**src/design/pbtip_pkg.sv**
```systemverilog
// pbtip_pkg: constants and types of the bus target/initiator port
`default_nettype none
package pbtip_pkg;
  // ****************************************
  // bus commands and configuration space
  // ****************************************
  localparam logic [3:0] CMD_MRD = 4'h6;
  localparam logic [3:0] CMD_MWR = 4'h7;
  localparam logic [3:0] CMD_CRD = 4'ha;
  localparam logic [3:0] CMD_CWR = 4'hb;
  localparam logic [5:0] CFG_ID = 6'h00;
  localparam logic [5:0] CFG_CMD = 6'h01; // byte offset 04h
  localparam logic [31:0] ID_VALUE = 32'h0001_0001; // arbitrary value
  localparam logic [15:0] CMD_RESET = 16'h0000;
  localparam logic [15:0] CMD_WMASK = 16'h0146;
  localparam logic [15:0] STS_RESET = 16'h0000;
  localparam int MEM_EN = 1;
  localparam int MST_EN = 2;
  localparam int PERR_EN = 6;
  localparam int SERR_EN = 8;
  localparam int ST_DPE = 15;
  localparam int ST_SSE = 14;
  localparam int ST_RMA = 13;
  localparam int ST_RTA = 12;
  localparam logic [27:0] MEM_BASE = 28'h0001000; // window base, ad[31:4]
  localparam int MEM_WORDS = 4;
  // ****************************************
  // timing
  // ****************************************
  localparam int CLK_NS = 25;
  localparam int ABORT_NS = 125;
  localparam logic [2:0] ABORT_CLKS = 3'(ABORT_NS / CLK_NS);
  // ****************************************
  // types
  // ****************************************
  typedef struct packed {
    logic [31:0] ad;
    logic [3:0] cbe;
    logic par;
    logic frame_n;
    logic irdy_n;
    logic trdy_n;
    logic devsel_n;
    logic stop_n;
    logic perr_n;
  } pbtip_bus_t;
  typedef struct packed {
    logic write;
    logic [31:0] addr;
    logic [31:0] data;
    logic [3:0] be_n;
  } pbtip_mreq_t;
  typedef enum logic [1:0] {
    RES_OK = 2'h0, RES_MABORT = 2'h1, RES_TABORT = 2'h2, RES_RETRY = 2'h3
  } pbtip_res_t;
  typedef enum logic [2:0] {
    T_IDLE = 3'h0, T_DEC = 3'h1, T_DATA = 3'h3, T_HOLD = 3'h2, T_TURN = 3'h6
  } pbtip_tst_t;
  typedef enum logic [2:0] {
    M_IDLE = 3'h0, M_REQ = 3'h1, M_ADDR = 3'h3, M_DATA = 3'h2, M_TURN = 3'h6
  } pbtip_mst_t;
endpackage : pbtip_pkg
`default_nettype wire

```
**src/design/pbtip_port.sv**
```systemverilog
// pbtip_port: primary bus target and initiator with parity and errors
`default_nettype none
// Function
// - ad carries address, then data
// - cbe carries command, then byte enables
// - byte enable n qualifies byte n
// - even parity over ad and cbe
// - initiator drives par one clock late
// - target flags received parity mismatch on perr
// - perr only when command bit 6 set
// - devsel claims decoded cycles
// - no devsel before timeout: master abort
// - frame high marks final data phase
// - phase completes only on irdy and trdy
// - req asks arbiter for the bus
// - idsel selects configuration accesses
// - serr pulses when command bit 8 set
// - card address parity error pulses serr
// - stop asks initiator to end transfer
// - all pins sampled on rising clock
// - reset releases pins, clears registers except the mem words
module pbtip_port
  import pbtip_pkg::*;
(
  input wire logic clk, // bus clock
  input wire logic pci_bus_reset, // synchronous, active high
  input wire pbtip_bus_t pins_i, // resolved bus levels
  output var pbtip_bus_t pins_o, // driven levels
  output var pbtip_bus_t pins_oe, // drive enables
  input wire logic idsel, // configuration select
  input wire logic gnt_n, // arbiter grant
  output logic req_n, // bus request
  output logic serr_o, // open-drain level, held low
  output logic serr_oe, // serr drive enable
  input wire logic cb_addr_perr, // card side address parity error
  input wire logic mst_start, // start one initiator transfer
  input wire pbtip_mreq_t mst_cmd, // transfer, valid with start
  output logic mst_busy, // initiator engaged
  output logic mst_done, // transfer finished pulse
  output pbtip_res_t mst_result, // outcome of last transfer
  output logic [31:0] mst_rdata // ad sampled at the end of the last completed transfer, read or write
);
  // ****************************************
  // decoding
  // ****************************************
  function automatic logic is_hit(input logic [31:0] ad, input logic [3:0] c,
                                  input logic sel, input logic mem_on);
    is_hit = ((c == CMD_CRD || c == CMD_CWR) && sel && ad[1:0] == 2'h0)
      || ((c == CMD_MRD || c == CMD_MWR) && mem_on && ad[31:4] == MEM_BASE);
  endfunction : is_hit

  function automatic logic [31:0] merge_be(input logic [31:0] old, input logic [31:0] nw,
                                           input logic [3:0] be_n);
    merge_be = old;
    for (int b = 0; b < 4; b++) begin
      if (!be_n[b]) merge_be[8*b +: 8] = nw[8*b +: 8];
    end
  endfunction : merge_be

  pbtip_tst_t t_st, next_t;
  pbtip_mst_t m_st, next_m;
  pbtip_mreq_t m_req, next_m_req;
  pbtip_bus_t next_o, next_oe;
  logic t_rd, next_t_rd, t_cfg, next_t_cfg, frame_d, addr_phase, t_rx, m_rx;
  logic [5:0] t_idx, next_t_idx;
  logic [15:0] cmd, next_cmd, sts, next_sts, sts_clr, sts_set;
  logic [31:0] t_rdata, next_t_rdata, wr_keep, wr_ones, next_rdata;
  logic [31:0] mem [MEM_WORDS];
  logic [31:0] next_mem [MEM_WORDS];
  logic [2:0] m_cnt, next_m_cnt;
  logic [3:0] cbe_bus;
  logic ev_dpe, ev_sse, ev_rma, ev_rta, next_done, bus_idle;
  pbtip_res_t next_res;
  logic dp_chk, next_dp_chk, dp_par, next_dp_par, ap_chk, next_ap_chk, ap_par;
  logic dp_bad, ap_bad, next_serr;
  logic [1:0] perr_ph, next_perr_ph;

  // own cycle excluded: it is never claimed by the local target
  assign addr_phase = !pins_i.frame_n && frame_d && m_st != M_ADDR;
  assign bus_idle = pins_i.frame_n && pins_i.irdy_n;
  assign wr_keep = merge_be({sts, cmd}, pins_i.ad, pins_i.cbe);
  assign wr_ones = merge_be(32'h0, pins_i.ad, pins_i.cbe);
  assign cbe_bus = pins_oe.cbe[0] ? pins_o.cbe : pins_i.cbe;

  // ****************************************
  // target and configuration registers
  // ****************************************
  always_comb begin
    next_t = t_st;
    next_t_rd = t_rd;
    next_t_cfg = t_cfg;
    next_t_idx = t_idx;
    next_t_rdata = t_rdata;
    next_cmd = cmd;
    next_mem = mem;
    sts_clr = 16'h0000;
    t_rx = 1'b0;
    case (t_st)
      T_IDLE: begin
        if (addr_phase && is_hit(pins_i.ad, pins_i.cbe, idsel, cmd[MEM_EN])) begin
          next_t = T_DEC;
          next_t_rd = !pins_i.cbe[0];
          next_t_cfg = pins_i.cbe[3];
          next_t_idx = pins_i.ad[7:2];
        end
      end
      T_DEC: begin
        next_t = T_DATA;
        if (!t_cfg) next_t_rdata = mem[t_idx[1:0]];
        else if (t_idx == CFG_ID) next_t_rdata = ID_VALUE;
        else if (t_idx == CFG_CMD) next_t_rdata = {sts, cmd};
        else next_t_rdata = 32'h0;
      end
      T_DATA: begin
        if (!pins_i.irdy_n) begin
          t_rx = !t_rd;
          if (!t_rd && !t_cfg) begin
            next_mem[t_idx[1:0]] = merge_be(mem[t_idx[1:0]], pins_i.ad, pins_i.cbe);
          end
          if (!t_rd && t_cfg && t_idx == CFG_CMD) begin
            next_cmd = (wr_keep[15:0] & CMD_WMASK) | (cmd & ~CMD_WMASK);
            sts_clr = wr_ones[31:16];
          end
          // single-phase target: stop goes with trdy, so bursts end here
          next_t = pins_i.frame_n ? T_TURN : T_HOLD;
        end
      end
      T_HOLD: begin
        if (pins_i.frame_n) next_t = T_TURN;
      end
      T_TURN: next_t = T_IDLE;
      default: next_t = T_IDLE;
    endcase
    sts_set = 16'h0000;
    sts_set[ST_DPE] = ev_dpe;
    sts_set[ST_SSE] = ev_sse;
    sts_set[ST_RMA] = ev_rma;
    sts_set[ST_RTA] = ev_rta;
    // set beats a same-cycle write-one clear
    next_sts = (sts & ~sts_clr) | sts_set;
  end

  always_ff @(posedge clk) begin
    if (pci_bus_reset) begin
      t_st <= T_IDLE;
      t_rd <= 1'b0;
      t_cfg <= 1'b0;
      t_idx <= 6'h00;
      t_rdata <= 32'h0;
      cmd <= CMD_RESET;
      sts <= STS_RESET;
      frame_d <= 1'b1;
    end else begin
      t_st <= next_t;
      t_rd <= next_t_rd;
      t_cfg <= next_t_cfg;
      t_idx <= next_t_idx;
      t_rdata <= next_t_rdata;
      cmd <= next_cmd;
      sts <= next_sts;
      frame_d <= pins_i.frame_n;
    end
    mem <= next_mem;
  end

  // ****************************************
  // initiator
  // ****************************************
  always_comb begin
    next_m = m_st;
    next_m_req = m_req;
    next_m_cnt = m_cnt;
    next_done = 1'b0;
    next_res = mst_result;
    next_rdata = mst_rdata;
    m_rx = 1'b0;
    ev_rma = 1'b0;
    ev_rta = 1'b0;
    case (m_st)
      M_IDLE: begin
        if (mst_start && cmd[MST_EN]) begin
          next_m = M_REQ;
          next_m_req = mst_cmd;
        end
      end
      M_REQ: begin
        // a parked grant with nothing pending simply starts nothing
        if (!gnt_n && bus_idle && t_st == T_IDLE) next_m = M_ADDR;
      end
      M_ADDR: begin
        next_m = M_DATA;
        next_m_cnt = 3'h0;
      end
      M_DATA: begin
        if (m_cnt != ABORT_CLKS) next_m_cnt = m_cnt + 3'h1;
        if (!pins_i.devsel_n && !pins_i.trdy_n) begin
          next_m = M_TURN;
          next_res = RES_OK;
          next_rdata = pins_i.ad;
          m_rx = !m_req.write;
        end else if (!pins_i.stop_n) begin
          next_m = M_TURN;
          next_res = pins_i.devsel_n ? RES_TABORT : RES_RETRY;
          ev_rta = pins_i.devsel_n;
        end else if (pins_i.devsel_n && m_cnt == ABORT_CLKS) begin
          next_m = M_TURN;
          next_res = RES_MABORT;
          ev_rma = 1'b1;
        end
      end
      M_TURN: begin
        next_m = M_IDLE;
        next_done = 1'b1;
      end
      default: next_m = M_IDLE;
    endcase
  end

  always_ff @(posedge clk) begin
    if (pci_bus_reset) begin
      m_st <= M_IDLE;
      m_req <= '0;
      m_cnt <= 3'h0;
      mst_busy <= 1'b0;
      mst_done <= 1'b0;
      mst_result <= RES_OK;
      mst_rdata <= 32'h0;
      req_n <= 1'b1;
    end else begin
      m_st <= next_m;
      m_req <= next_m_req;
      m_cnt <= next_m_cnt;
      mst_busy <= next_m != M_IDLE;
      mst_done <= next_done;
      mst_result <= next_res;
      mst_rdata <= next_rdata;
      req_n <= next_m != M_REQ;
    end
  end

  // ****************************************
  // parity, errors and pin drivers
  // ****************************************
  always_comb begin
    next_dp_chk = t_rx || m_rx;
    next_dp_par = ^{pins_i.ad, pins_i.cbe};
    next_ap_chk = addr_phase;
    dp_bad = dp_chk && pins_i.par != dp_par;
    ap_bad = ap_chk && pins_i.par != ap_par;
    ev_dpe = dp_bad || ap_bad;
    if (dp_bad && cmd[PERR_EN]) next_perr_ph = 2'h2;
    else next_perr_ph = (perr_ph == 2'h2) ? 2'h1 : 2'h0;
    // a second event during the pulse is dropped, keeping it one clock wide
    next_serr = cmd[SERR_EN] && !serr_oe
      && ((ap_bad && cmd[PERR_EN]) || cb_addr_perr);
    ev_sse = next_serr;
    next_o = '1;
    next_oe = '0;
    next_o.ad = 32'h0;
    if (next_t != T_IDLE) begin
      next_oe.devsel_n = 1'b1;
      next_oe.trdy_n = 1'b1;
      next_oe.stop_n = 1'b1;
      next_o.devsel_n = next_t == T_TURN;
      next_o.trdy_n = next_t != T_DATA;
      next_o.stop_n = !(next_t == T_DATA || next_t == T_HOLD);
    end
    if (next_t == T_DATA && next_t_rd) begin
      next_o.ad = next_t_rdata;
      next_oe.ad = '1;
    end
    if (next_m == M_ADDR) begin
      next_o.frame_n = 1'b0;
      next_oe.frame_n = 1'b1;
      next_o.ad = next_m_req.addr;
      next_oe.ad = '1;
      next_o.cbe = next_m_req.write ? CMD_MWR : CMD_MRD;
      next_oe.cbe = '1;
    end
    if (next_m == M_DATA) begin
      next_oe.frame_n = 1'b1;
      next_o.irdy_n = 1'b0;
      next_oe.irdy_n = 1'b1;
      next_o.cbe = next_m_req.be_n;
      next_oe.cbe = '1;
      if (next_m_req.write) begin
        next_o.ad = next_m_req.data;
        next_oe.ad = '1;
      end
    end
    if (next_m == M_TURN) next_oe.irdy_n = 1'b1;
    next_o.par = ^{pins_o.ad, cbe_bus};
    next_oe.par = pins_oe.ad[0];
    next_o.perr_n = next_perr_ph != 2'h2;
    next_oe.perr_n = next_perr_ph != 2'h0;
  end

  always_ff @(posedge clk) begin
    if (pci_bus_reset) begin
      pins_o <= '1;
      pins_oe <= '0;
      serr_oe <= 1'b0;
      dp_chk <= 1'b0;
      dp_par <= 1'b0;
      ap_chk <= 1'b0;
      ap_par <= 1'b0;
      perr_ph <= 2'h0;
    end else begin
      pins_o <= next_o;
      pins_oe <= next_oe;
      serr_oe <= next_serr;
      dp_chk <= next_dp_chk;
      dp_par <= next_dp_par;
      ap_chk <= next_ap_chk;
      ap_par <= next_dp_par;
      perr_ph <= next_perr_ph;
    end
    serr_o <= 1'b0;
  end
endmodule : pbtip_port
`default_nettype wire

```
**config.mk**
```make
export PLATFORM = sky130hd
export DESIGN_NAME = pbtip_port
export DESIGN_NICKNAME = d
export VERILOG_FILES = /design/src/design/pbtip_pkg.sv /design/src/design/pbtip_port.sv
export SDC_FILE = /design/constraint.sdc
export NUM_CORES = 1
export LEC_CHECK = 0
export ABC_CLOCK_PERIOD_IN_PS = 7200
export BUFFER_PORTS_ARGS = -buffer_cell sky130_fd_sc_hd__buf_2
export CELL_PAD_IN_SITES_DETAIL_PLACEMENT = 0
export CELL_PAD_IN_SITES_GLOBAL_PLACEMENT = 2
export CORE_MARGIN = 5
export CORE_UTILIZATION = 40
export DETAILED_ROUTE_END_ITERATION = 12
export GPL_ROUTABILITY_DRIVEN = 1
export PLACE_DENSITY_LB_ADDON = 0.1
export SLEW_MARGIN = 20
export SYNTH_ARGS = -nofsm -noshare
export SYNTH_HDL_FRONTEND = slang
export SYNTH_SLANG_ARGS = --single-unit
```
**constraint.sdc**
```tcl
create_clock -name clk -period 7.2 [get_ports clk]
set_input_delay 0.36 -clock clk [delete_from_list [all_inputs] [get_ports clk]]
set_output_delay 0.36 -clock clk [all_outputs]
set_load 0.01 [all_outputs]
```
# Yosys cells after proc, flatten, opt, wreduce, memory -nomap -nowiden
# Cells that the tools add are included.
# word_totals
reg_bits	408
input_bits	118
# op_classes
muxes	84
bitwise_logic	7
n_eq_ne	29
n_reduce_logical	58
addsub	1
magnitude_cmp	2
# op_table
cell	n
32-bit two-way mux	11
36-bit two-way mux	4
8-bit two-way mux	18
69-bit two-way mux	2
128-bit bitwise mux	1
36-bit parity	2
32-bit binary-select mux with 2-bit select	1
32-bit demux with 2-bit select	1
16-bit two-way mux	3
3-bit two-way mux	11
28-bit by 13-bit == test with 1-bit output, second input constant	1
3-bit by 2-bit == test with 1-bit output, second input constant	8
1-bit logical AND	24
3-bit one-hot mux with 4 select lines	2
1-bit two-way mux	22
16-bit bitwise AND	1
16-bit NOT	1
16-bit OR	1
9-bit by 16-bit OR with 16-bit output	1
3-bit == test, second input constant	4
1-bit zero test	10
2-bit two-way mux	5
4-bit by 3-bit == test with 1-bit output, second input constant	2
4-bit == test, second input constant	2
other kinds (25)	43

# Logic depth before layout (Yosys ltp)
# Gate-level depths: netlist (run 1).
# logic_depth
word_depth	14
ltp_mapped	10

# Least setup slack after synthesis (run 1)
# No wires, ideal clock.
# synth_path
kind	register -> register
from	register t_st[0]
to	register mem[0] in the netlist's numbering, enable pin
setup_time_ns	0.421
slack_ns	4.440
path_stages_with_launch	5
required_ns	6.779
arrival_time_ns	2.338
path_cell_list	dfxtp_1 -> nand2b_1 -> nor4_1 -> nand2_1 -> nor2_1
# synth_via
elab_chain_len	2
# synth_lines
item	line_no	rtl
start: declaration	pbtip_port.sv:60	pbtip_tst_t t_st, next_t;
start signal: assignment	pbtip_port.sv:154	t_st <= next_t;
3-bit by 2-bit == test with 1-bit output	pbtip_port.sv:98	case (t_st)
3-bit AND reduction (no line)	-	
end signal: assignment	pbtip_port.sv:163	mem <= next_mem;
end: declaration	pbtip_port.sv:68	logic [31:0] mem [MEM_WORDS];
# Every way passes these cells.
# A chain may end at the register's enable or synchronous reset.

# Worst setup path after layout (run 1)
# layout_path
from	register t_st[1]
to	register pins_o[37] in the netlist's numbering
# layout_via
elab_chain_len	8
word_cells_on_any_way	21
# layout_lines
item	line_no	rtl
3-bit by 2-bit == test with 1-bit output (tied with other cells)	pbtip_port.sv:98	
3-bit one-hot mux with 4 select lines or 1-bit logical AND (tied branches)	pbtip_port.sv:98, pbtip_port.sv:188	
3-bit by 2-bit == test with 1-bit output or 3-bit two-way mux (tied branches)	pbtip_port.sv:268, pbtip_port.sv:188	
1-bit logical AND or 3-bit one-hot mux with 4 select lines (tied branches)	pbtip_port.sv:268, pbtip_port.sv:179	
32-bit two-way mux or 3-bit by 2-bit == test with 1-bit output (tied branches)	pbtip_port.sv:268, pbtip_port.sv:272	
36-bit two-way mux	pbtip_port.sv:272	if (next_m == M_ADDR) begin
32-bit two-way mux	pbtip_port.sv:286	if (next_m_req.write) begin
36-bit two-way mux *	pbtip_port.sv:280	if (next_m == M_DATA) begin
end signal: assignment	pbtip_port.sv:309	pins_o <= next_o;
end: declaration	pbtip_port.sv:28	output var pbtip_bus_t pins_o,
# Every way passes the cells marked *; elsewhere a longest branch is shown, timed or not.

==> impl_metrics.env, run 1 <==
export IMPL_run_status="complete, no violations"
export IMPL_fmax_ghz=0.329
export IMPL_syn_avg_cell_area_sq_um=11.3
export IMPL_place_port_buffers=240
export IMPL_synth_flop_cell="dfxtp_1"
export IMPL_path_max_fanout=30
export IMPL_first_pass_iters=5
export IMPL_total_leakage_power_nw=6.75
export IMPL_ys_ff_latch=359
export IMPL_whs_ns=0.0834
export IMPL_async_flop_share=0
export IMPL_placementRows=70
export IMPL_critPathCaptureType="flop"
export IMPL_die_w_um=203
export IMPL_die_h_um=203
export IMPL_vias=10055
export IMPL_grt_ovfl_total=0
export IMPL_ys_types=65
export IMPL_area_growth_syn_to_layout_pct=16.6
export IMPL_nets=1638
export IMPL_critPathLaunchType="flop"
export IMPL_holdBufCountCts=0
export IMPL_p_per_area_nw_per_um2=251
export IMPL_antenna_cells=0
export IMPL_grt_pass1_wl_um=60600
export IMPL_setup_tns_ns=0
export IMPL_post_cts_buffers=0
export IMPL_ys_seq_area_frac=0.567
export IMPL_required_ns=7.57
export IMPL_drive_above_1_share=0.267
export IMPL_hold_viol=0
export IMPL_rsz0062_at_grt="no"
export IMPL_clock_root_buffer="clkbuf_16"
export IMPL_syn_inst=1324
export IMPL_grt_max_degree=65
export IMPL_routedWlPerCell_um=20.1
export IMPL_dp_cells=1925
export IMPL_cap_viol_max_count=0
export IMPL_synth_area_sq_um=14900
export IMPL_maxSlewHeadroom=0.326
export IMPL_period_share=0.422
export IMPL_coreArea_sq_um=36800
export IMPL_synth_nets=1463
export IMPL_grt_pass1_vias=9875
export IMPL_synth_edf_count=128
export IMPL_post_cts_resized=0
export IMPL_cts_buffers=40
export IMPL_final_core_util=0.474
export IMPL_drt_iter0_drc=610
export IMPL_yosysMostFrequentCell="dfxtp_1"
export IMPL_fin_skew_ns=0.0231
export IMPL_hpwl_um=27400
export IMPL_viasPerCell=5.03
export IMPL_yosysTopAreaCellShare=0.309
export IMPL_setup_viol=0
export IMPL_routabilityCongestion=0.760
export IMPL_worstMarginPinSlew_ns=1.01
export IMPL_hold_class="in -> reg"
export IMPL_grt_util_all_layers=0.188
export IMPL_arrival_ns=3.41
export IMPL_clock_sinks=359
export IMPL_cts_clk_slew_worst_paths_ns=0.06
export IMPL_drc=0
export IMPL_clockBufferDepth=3
export IMPL_cts_max_level=2
export IMPL_period_needed_ns=3.04
export IMPL_drt_total_wl_um=40100
export IMPL_ant_nets=0
export IMPL_maxSlewViolCount=0
export IMPL_cts_tree="yes"
export IMPL_stdcell_count=1998
export IMPL_placed_cell_area_sq_um=16100
export IMPL_die_area_sq_um=41300
export IMPL_worstSetupPathType="reg -> reg"
export IMPL_synth_top_area_cell="dfxtp_1"
export IMPL_clk_latency_ns=0.53
export IMPL_fill_cells=3481
export IMPL_start_util=0.406
export IMPL_ys_warn_count=0
export IMPL_fin_area_sq_um=17400
export IMPL_synth_common_cells="dfxtp_1 (231), nor2_1 (196), edfxtp_1 (128), nand2_1 (117), mux2i_1 (74)"
export IMPL_ios=243
export IMPL_ir_drop_mv=0.138
export IMPL_synth_area_leaders="dfxtp_1 (31%), edfxtp_1 (26%), mux2i_1 (5.0%)"
export IMPL_antenna_found_initial=0
-- layout make-up --
| type | instances | area [sq um] | share of cell area |
|---|---|---|---|
| clock inverter | 12 | 91.3 | 0.00524 |
| timing repair buffer | 255 | 1320 | 0.0755 |
| tap | 468 | 586 | 0.0336 |
| clock buffer | 61 | 1190 | 0.0684 |
| multi-input combinational | 783 | 5540 | 0.318 |
| inverter | 60 | 225 | 0.0129 |
| sequential | 359 | 8470 | 0.486 |
-- layer usage --
metal | share of wire | global-route usage | up-vias
met1 | 0.47 | 0.270 | 4851
li1 | - | - | 4932
met4 | 0.012 | 0.0335 | 0
met3 | 0.054 | 0.0331 | 41
met5 | 0 | 0 | -
met2 | 0.47 | 0.302 | 231
-- per-stage QoR --
stage | setup WS [ns] | power, mW
after floorplan | 4.44 | 2.35
after global placement | 4.00 | 2.46
after detailed placement | 3.98 | 2.46
after CTS | 4.23 | 4.45
after global routing | 4.00 | 4.55
final | 4.16 | 4.38
-- sequential cells by signal (all words and copies together), names as in the netlist, 4 cells and up --
register	flops
mst_rdata	32
mem	128
cmd	4
m_req	69
pins_o	43
pins_oe	6
t_idx	6
sts	16
t_rdata	32
-- report_power, final --
part / internal, mW / leakage, nW / switching, mW / total, mW
Sequential: 2.12 / 3.03 / 0.0101 / 2.13
Clock: 1.18 / 0.624 / 0.790 / 1.97
Combinational: 0.125 / 3.10 / 0.158 / 0.283
Total: 3.42 / 6.75 / 0.958 / 4.38
-- worst max-delay path: stages, from the launching register on --
cell and delay, ns:
dfxtp_1 0.44, or3b_1 0.59, buf_4 0.41, nor2_1 0.07, buf_4 0.26, a222oi_1 0.77
inv_1 0.13, nand3_1 0.15, a22oi_2 0.06
-- kinds of logic after synthesis --
family | Yosys count | synth area share
adder cells (fa/ha/maj) | 21 | 0.0176
flip-flops | 359 | 0.567
AND/OR/NAND/NOR | 412 | 0.121
XOR/XNOR | 55 | 0.0332
buffers and inverters | 182 | 0.0636
AO/OA/AOI/OAI | 183 | 0.0949
multiplexers | 111 | 0.103
other | 1 | 0.000251
-- cell usage in the layout, fill, tap and decap left out, types with 2 or more instances in the layout --
cell type / n
nor3_1: 5
edfxtp_1: 128
nand2_1: 117
xor2_1: 9
o21ai_0: 38
a222oi_1: 19
clkbuf_16: 42
nor2_2: 8
nor4_1: 2
mux2i_1: 74
xnor2_1: 45
clkbuf_1: 12
mux4_2: 32
buf_2: 239
a31oi_1: 2
nor2b_1: 4
clkbuf_8: 7
nor2_1: 191
o311a_1: 11
nand3_1: 34
a211oi_1: 4
mux2_2: 3
a31o_2: 2
ha_1: 21
and2_1: 13
dfxtp_1: 230
a32oi_1: 2
clkinv_2: 3
a22oi_2: 31
inv_1: 59
clkinv_1: 6
nand2b_1: 6
buf_4: 16
o31ai_1: 3
nand4_1: 6
or3b_1: 2
nor3b_1: 2
or2_2: 6
a22o_1: 11
a21oi_1: 53
-- final timing paths --
check	startpoint	end	slack [ns]	depth (start not counted)
setup / recovery	t_st[1]$_SDFF_PP0_	pins_o[37]$_SDFF_PP1_	4.16	8
hold reg to reg	sts[0]$_SDFF_PP0_	sts[0]$_SDFF_PP0_	0.43	2
setup reg to reg	t_st[1]$_SDFF_PP0_	pins_o[37]$_SDFF_PP1_	4.16	8
hold / removal	pins_i[18]	mst_rdata[7]$_SDFFE_PP0P_	0.08	3
Note: power is estimated with default switching activity, not from simulation.
==> run 2, diff against run 1 <==
--- a/config.mk
+++ b/config.mk
@@ -5,12 +5,12 @@
 export SDC_FILE = /design/constraint.sdc
 export NUM_CORES = 1
 export LEC_CHECK = 0
-export ABC_CLOCK_PERIOD_IN_PS = 7200
+export ABC_CLOCK_PERIOD_IN_PS = 3200
 export BUFFER_PORTS_ARGS = -buffer_cell sky130_fd_sc_hd__buf_2
 export CELL_PAD_IN_SITES_DETAIL_PLACEMENT = 0
 export CELL_PAD_IN_SITES_GLOBAL_PLACEMENT = 2
 export CORE_MARGIN = 5
-export CORE_UTILIZATION = 40
+export CORE_UTILIZATION = 37
 export DETAILED_ROUTE_END_ITERATION = 12
 export GPL_ROUTABILITY_DRIVEN = 1
 export PLACE_DENSITY_LB_ADDON = 0.1
==> constraint.sdc (replaced) <==
create_clock -name clk -period 3.2 [get_ports clk]
set_input_delay 0.16 -clock clk [delete_from_list [all_inputs] [get_ports clk]]
set_output_delay 0.16 -clock clk [all_outputs]
set_load 0.01 [all_outputs]
==> run 2 against run 1 <==
  * Setup slack worse by 3.5 ns
  * Largest power group unchanged
  * Largest cell class unchanged
  * Critical path type is now in -> reg
  * Sequential power up 120%
  * Combinational power rose to 2.6 times the previous value
  * Utilization down 0.46 points
==> impl_metrics.env, run 2 (synthesized netlist as in run 1, its figures left out) <==
export IMPL_comb_power_share=0.076
export IMPL_rsz0062_at_grt="no"
export IMPL_setup_tns_ns=0
export IMPL_cts_buffers=41
export IMPL_cts_tree="yes"
export IMPL_cts_clk_slew_worst_paths_ns=0.06
export IMPL_most_common_layout_cells="buf_2 (239), dfxtp_1 (230), nor2_1 (191), edfxtp_1 (128), nand2_1 (117)"
export IMPL_crit_buf_inv=4
export IMPL_seqPwrFrac=0.489
export IMPL_largest_reg_flops=128
export IMPL_dp_cells=2001
export IMPL_clock_sinks=359
export IMPL_drt_iter0_drc=598
export IMPL_grt_util_all_layers=0.186
export IMPL_total_leakage_power_nw=7.29
export IMPL_maxSlewHeadroom=0.426
export IMPL_final_core_util=0.469
export IMPL_routabilityCongestion=0.751
export IMPL_hold_depth=2
export IMPL_first_pass_iters=4
export IMPL_p_per_area_nw_per_um2=524
export IMPL_run_status="complete, no violations"
export IMPL_place_port_buffers=240
export IMPL_ios=243
export IMPL_p_switching_mw=2.20
export IMPL_period_needed_ns=2.52
export IMPL_grt_ovfl_total=0
export IMPL_drt_total_wl_um=42400
export IMPL_crit_slowest_cell="dlygate4sd3_1"
export IMPL_critPathCaptureType="flop"
export IMPL_fmax_ghz=0.397
export IMPL_hold_viol=0
export IMPL_r2r_slack_ns=0.75
export IMPL_drc=0
export IMPL_crit_chain="dlygate4sd3_1 > buf_2 > inv_1 > ha_1 > nand4_1 > nor4_1 > buf_4 > o2111ai_2 > mux2_4 > nand3_1 > a22oi_2"
export IMPL_die_w_um=211
export IMPL_worstMarginPinSlew_ns=0.861
export IMPL_setup_viol=0
export IMPL_clk_latency_ns=0.54
export IMPL_hp_start="pins_i[9]"
export IMPL_routedWlPerCell_um=19.5
export IMPL_period_share=0.788
export IMPL_die_area_sq_um=44500
export IMPL_worstSetupPathType="in -> reg"
export IMPL_stdcell_count=2178
export IMPL_hold_class="in -> reg"
export IMPL_multi_input_area_sq_um=5540
export IMPL_crit_family="buffers and inverters"
export IMPL_final_common_cell="buf_2"
export IMPL_area_growth_syn_to_layout_pct=25.0
export IMPL_ant_nets=0
export IMPL_viasPerCell=4.83
export IMPL_reg2reg_depth=8
export IMPL_nets=1767
export IMPL_start_util=0.375
export IMPL_clock_root_buffer="clkbuf_16"
export IMPL_die_h_um=211
export IMPL_top_regs="mem (128), m_req (69), pins_o (43)"
export IMPL_critPathLaunchType="input port"
export IMPL_fill_cells=3806
export IMPL_cts_max_level=2
export IMPL_r2r_start="t_st[1]$_SDFF_PP0_"
export IMPL_p_total_mw=9.79
export IMPL_coreArea_sq_um=39800
export IMPL_grt_max_degree=81
export IMPL_holdBufCountCts=109
export IMPL_cap_viol_max_count=0
export IMPL_p_sw_frac=0.225
export IMPL_post_cts_resized=0
export IMPL_required_ns=3.65
export IMPL_antenna_found_initial=1
export IMPL_grt_pass1_vias=10572
export IMPL_antenna_cells=0
export IMPL_fin_area_sq_um=18700
export IMPL_power_share_clock=0.435
export IMPL_fin_skew_ns=0.0219
export IMPL_reg2reg_to="pins_o[35]$_SDFF_PP1_"
export IMPL_intPower_mw=7.59
export IMPL_arrival_ns=2.97
export IMPL_placementRows=73
export IMPL_regMostFlops="mem"
export IMPL_path_max_fanout=34
export IMPL_seqCellArea_sq_um=8470
export IMPL_maxSlewViolCount=0
export IMPL_clockBufferDepth=3
export IMPL_hpwl_um=29300
export IMPL_ir_drop_mv=0.289
export IMPL_grt_pass1_wl_um=64300
export IMPL_post_cts_buffers=0
export IMPL_drive_above_1_share=0.258
export IMPL_max_stage_delay_ns=0.54
export IMPL_hold_end="sts[5]$_SDFF_PP0_"
export IMPL_placed_cell_area_sq_um=16400
export IMPL_vias=10513
==> run 2: worst register-to-register path, cell delays in order, from the launching register on <==
cell      delay, ns
dfxtp_1        0.45
or3b_1         0.15
buf_4          0.36
nor2_1         0.12
buf_4          0.21
a222oi_1       0.71
inv_1          0.11
nand3_1        0.16
a22oi_2        0.07
==> run 2: layout make-up <==
| type | count | share of cell area |
|---|---|---|
| clock buffer | 54 | 0.0603 |
| clock inverter | 14 | 0.00402 |
| inverter | 60 | 0.0121 |
| multi-input combinational | 783 | 0.297 |
| sequential | 359 | 0.453 |
| tap | 525 | 0.0352 |
| timing repair buffer | 383 | 0.138 |
==> run 2: worst max-delay path by stage <==
| stage | endpoint | slack (ns) | depth (start not counted) | startpoint |
|---|---|---|---|---|
| after floorplan | mem[0]$_DFFE_PP_ | 0.44 | 4 | t_st[0]$_SDFF_PP0_ |
| after global placement | pins_o[34]$_SDFF_PP1_ | 0.78 | 8 | t_st[1]$_SDFF_PP0_ |
| after detailed placement | pins_o[36]$_SDFF_PP1_ | 0.74 | 10 | pins_i[34] |
| after CTS | pins_o[36]$_SDFF_PP1_ | 0.74 | 11 | pins_i[34] |
| after global routing | pins_o[36]$_SDFF_PP1_ | 0.52 | 11 | pins_i[34] |
| final | pins_o[36]$_SDFF_PP1_ | 0.68 | 11 | pins_i[34] |
==> run 2: metrics by stage <==
stage,hold slack (ns),worst slack [ns]
after floorplan,0.247,0.440
after global placement,0.401,0.775
after detailed placement,0.402,0.744
after CTS,0.0145,0.737
after global routing,0.0372,0.523
final,0.0360,0.678
==> run 2: metal layers <==
layer	wire [um]	track usage	share of wire
met3	1830	0.0270	0.043
met5	0	0	0
met1	20000	0.268	0.47
met2	19900	0.303	0.47
met4	661	0.0367	0.016
==> run 2: power by group through the flow <==
stage | Clock [mW] | Combinational [mW] | Sequential, mW
finish | 4.26 | 0.746 | 4.79
global route | 4.59 | 0.824 | 4.79
CTS | 4.39 | 0.765 | 4.79
detailed placement | 0 | 0.658 | 4.89
global placement | 0 | 0.654 | 4.89
floorplan | 0 | 0.394 | 4.89
==> run 3, diff against run 2 <==
--- a/config.mk
+++ b/config.mk
@@ -5,12 +5,12 @@
 export SDC_FILE = /design/constraint.sdc
 export NUM_CORES = 1
 export LEC_CHECK = 0
-export ABC_CLOCK_PERIOD_IN_PS = 3200
+export ABC_CLOCK_PERIOD_IN_PS = 2300
 export BUFFER_PORTS_ARGS = -buffer_cell sky130_fd_sc_hd__buf_2
 export CELL_PAD_IN_SITES_DETAIL_PLACEMENT = 0
 export CELL_PAD_IN_SITES_GLOBAL_PLACEMENT = 2
 export CORE_MARGIN = 5
-export CORE_UTILIZATION = 37
+export CORE_UTILIZATION = 33
 export DETAILED_ROUTE_END_ITERATION = 12
 export GPL_ROUTABILITY_DRIVEN = 1
 export PLACE_DENSITY_LB_ADDON = 0.1
==> constraint.sdc (replaced) <==
create_clock -name clk -period 2.3 [get_ports clk]
set_input_delay 0.115 -clock clk [delete_from_list [all_inputs] [get_ports clk]]
set_output_delay 0.115 -clock clk [all_outputs]
set_load 0.01 [all_outputs]
==> run 3 against run 2 <==
  * Die area rose by 12%
  * Register-to-register slack got worse by 0.58 ns
  * Sequential share of layout area down 2.3 points
  * Global-route usage down 0.34 points
  * Power rose by 50%
  * Sequential power increased by 39%
  * Setup slack got worse by 0.57 ns
  * Largest power group is now clock
  * First-iteration DRC count shrank 3.2%
==> impl_metrics.env, run 3 (synthesized netlist as in run 1, its figures left out) <==
export IMPL_fin_area_sq_um=19700
export IMPL_ant_nets=0
export IMPL_cts_clk_slew_worst_paths_ns=0.06
export IMPL_start_util=0.331
export IMPL_dp_cells=2137
export IMPL_layout_setup_ws_ns=0.109
export IMPL_cts_tree="yes"
export IMPL_nets=1833
export IMPL_grt_pass1_vias=11093
export IMPL_reg2reg_to="pins_o[29]$_SDFF_PP1_"
export IMPL_die_w_um=223
export IMPL_ios=243
export IMPL_dpl_worst_slack_ns=-0.0961
export IMPL_grt_ovfl_total=0
export IMPL_place_port_buffers=240
export IMPL_final_common_cell="buf_2"
export IMPL_reg2reg_depth=6
export IMPL_critPathCaptureType="flop"
export IMPL_r2r_slack_ns=0.17
export IMPL_ir_drop_mv=0.459
export IMPL_run_status="complete, no violations"
export IMPL_die_area_sq_um=49600
export IMPL_area_growth_syn_to_layout_pct=31.6
export IMPL_clockBufferDepth=3
export IMPL_vias=10899
export IMPL_drt_iter0_drc=579
export IMPL_worstSetupPathType="in -> reg"
export IMPL_die_h_um=223
export IMPL_hold_viol=0
export IMPL_maxSlewViolCount=0
export IMPL_maxSlewHeadroom=0.443
export IMPL_total_leakage_power_nw=7.74
export IMPL_setup_viol=0
export IMPL_stdcell_count=2326
export IMPL_grt_pass1_wl_um=70100
export IMPL_crit_end="pins_o[36]$_SDFF_PP1_"
export IMPL_hold_class="in -> reg"
export IMPL_antenna_cells=0
export IMPL_fmax_ghz=0.456
export IMPL_first_pass_iters=7
export IMPL_whs_ns=0.0543
export IMPL_placementRows=78
export IMPL_worstMarginPinSlew_ns=0.836
export IMPL_regMostFlops="mem"
export IMPL_largest_reg_flops=128
export IMPL_antenna_found_initial=0
export IMPL_path_max_fanout=5
export IMPL_clk_latency_ns=0.56
export IMPL_period_share=0.953
export IMPL_viasPerCell=4.69
export IMPL_r2r_start="t_st[2]$_SDFF_PP0_"
export IMPL_hpwl_um=32700
export IMPL_arrival_ns=2.62
export IMPL_cts_buffers=42
export IMPL_critPathLaunchType="input port"
export IMPL_fin_skew_ns=0.0133
export IMPL_setup_tns_ns=0
export IMPL_drc=0
export IMPL_routabilityCongestion=0.738
export IMPL_routedWlPerCell_um=20.0
export IMPL_required_ns=2.73
export IMPL_drive_above_1_share=0.294
export IMPL_final_core_util=0.436
export IMPL_p_total_mw=14.7
export IMPL_crit_start="pins_i[17]"
export IMPL_coreArea_sq_um=45100
export IMPL_top_regs="mem (128), m_req (69), pins_o (43)"
export IMPL_placed_cell_area_sq_um=17100
export IMPL_clock_sinks=359
export IMPL_p_per_area_nw_per_um2=745
export IMPL_cts_max_level=2
export IMPL_cap_viol_max_count=0
export IMPL_clock_root_buffer="clkbuf_16"
export IMPL_grt_util_all_layers=0.183
export IMPL_drt_total_wl_um=46500
export IMPL_period_needed_ns=2.19
export IMPL_grt_max_degree=42
export IMPL_most_common_layout_cells="buf_2 (239), dfxtp_1 (230), nor2_1 (190), edfxtp_1 (128), nand2_1 (117)"
[run 3: power breakdown]
part	switching, mW	internal (mW)
clock network	2.69	4.19
registers	0.0432	6.63
logic	0.556	0.557
total	3.29	11.4
[run 3: what timing repair did]
action,CTS,global route
endpoints found under the hold margin,160,0
resized for setup,0,9
buffers inserted,0,1
hold buffers,111,0
setup endpoints to repair,0,24
[run 3: worst max-delay path, stage by stage]
cell	delay, ns
dlygate4sd3_1	0.53
buf_2	0.17
inv_1	0.10
ha_2	0.22
nand4_1	0.12
nor4_2	0.26
buf_4	0.18
o2111ai_4	0.16
mux2_4	0.43
buf_4	0.17
nand3_1	0.08
a22oi_2	0.06
[run 3: how the worst min path moves through the flow]
stage	from	endpoint	slack, ns	depth (start not counted)
floorplan	pins_i[27]	sts[0]$_SDFF_PP0_	0.20	1
global placement	mst_cmd[1]	pins_o[8]$_SDFF_PP1_	0.35	3
detailed placement	mst_cmd[1]	pins_o[8]$_SDFF_PP1_	0.37	3
CTS	pins_i[10]	t_cfg$_SDFFE_PP0P_	0.02	5
global route	pins_i[10]	t_cfg$_SDFFE_PP0P_	0.09	5
finish	pins_i[10]	t_cfg$_SDFFE_PP0P_	0.05	5
[run 3: cell type report]
class / count / area, sq um
clock buffer: 52 / 1140
clock inverter: 24 / 273
fill: 4406 / 25400
inverter: 60 / 225
multi-input combinational: 785 / 5600
sequential: 359 / 8470
tap: 600 / 751
timing repair buffer: 446 / 3200
[run 3: routing by layer]
layer	share of wire	vias up	global-route usage
met5	0	-	0
met1	0.48	5264	0.259
met4	0.022	0	0.0506
met3	0.043	59	0.0280
li1	-	5335	-
met2	0.46	241	0.291
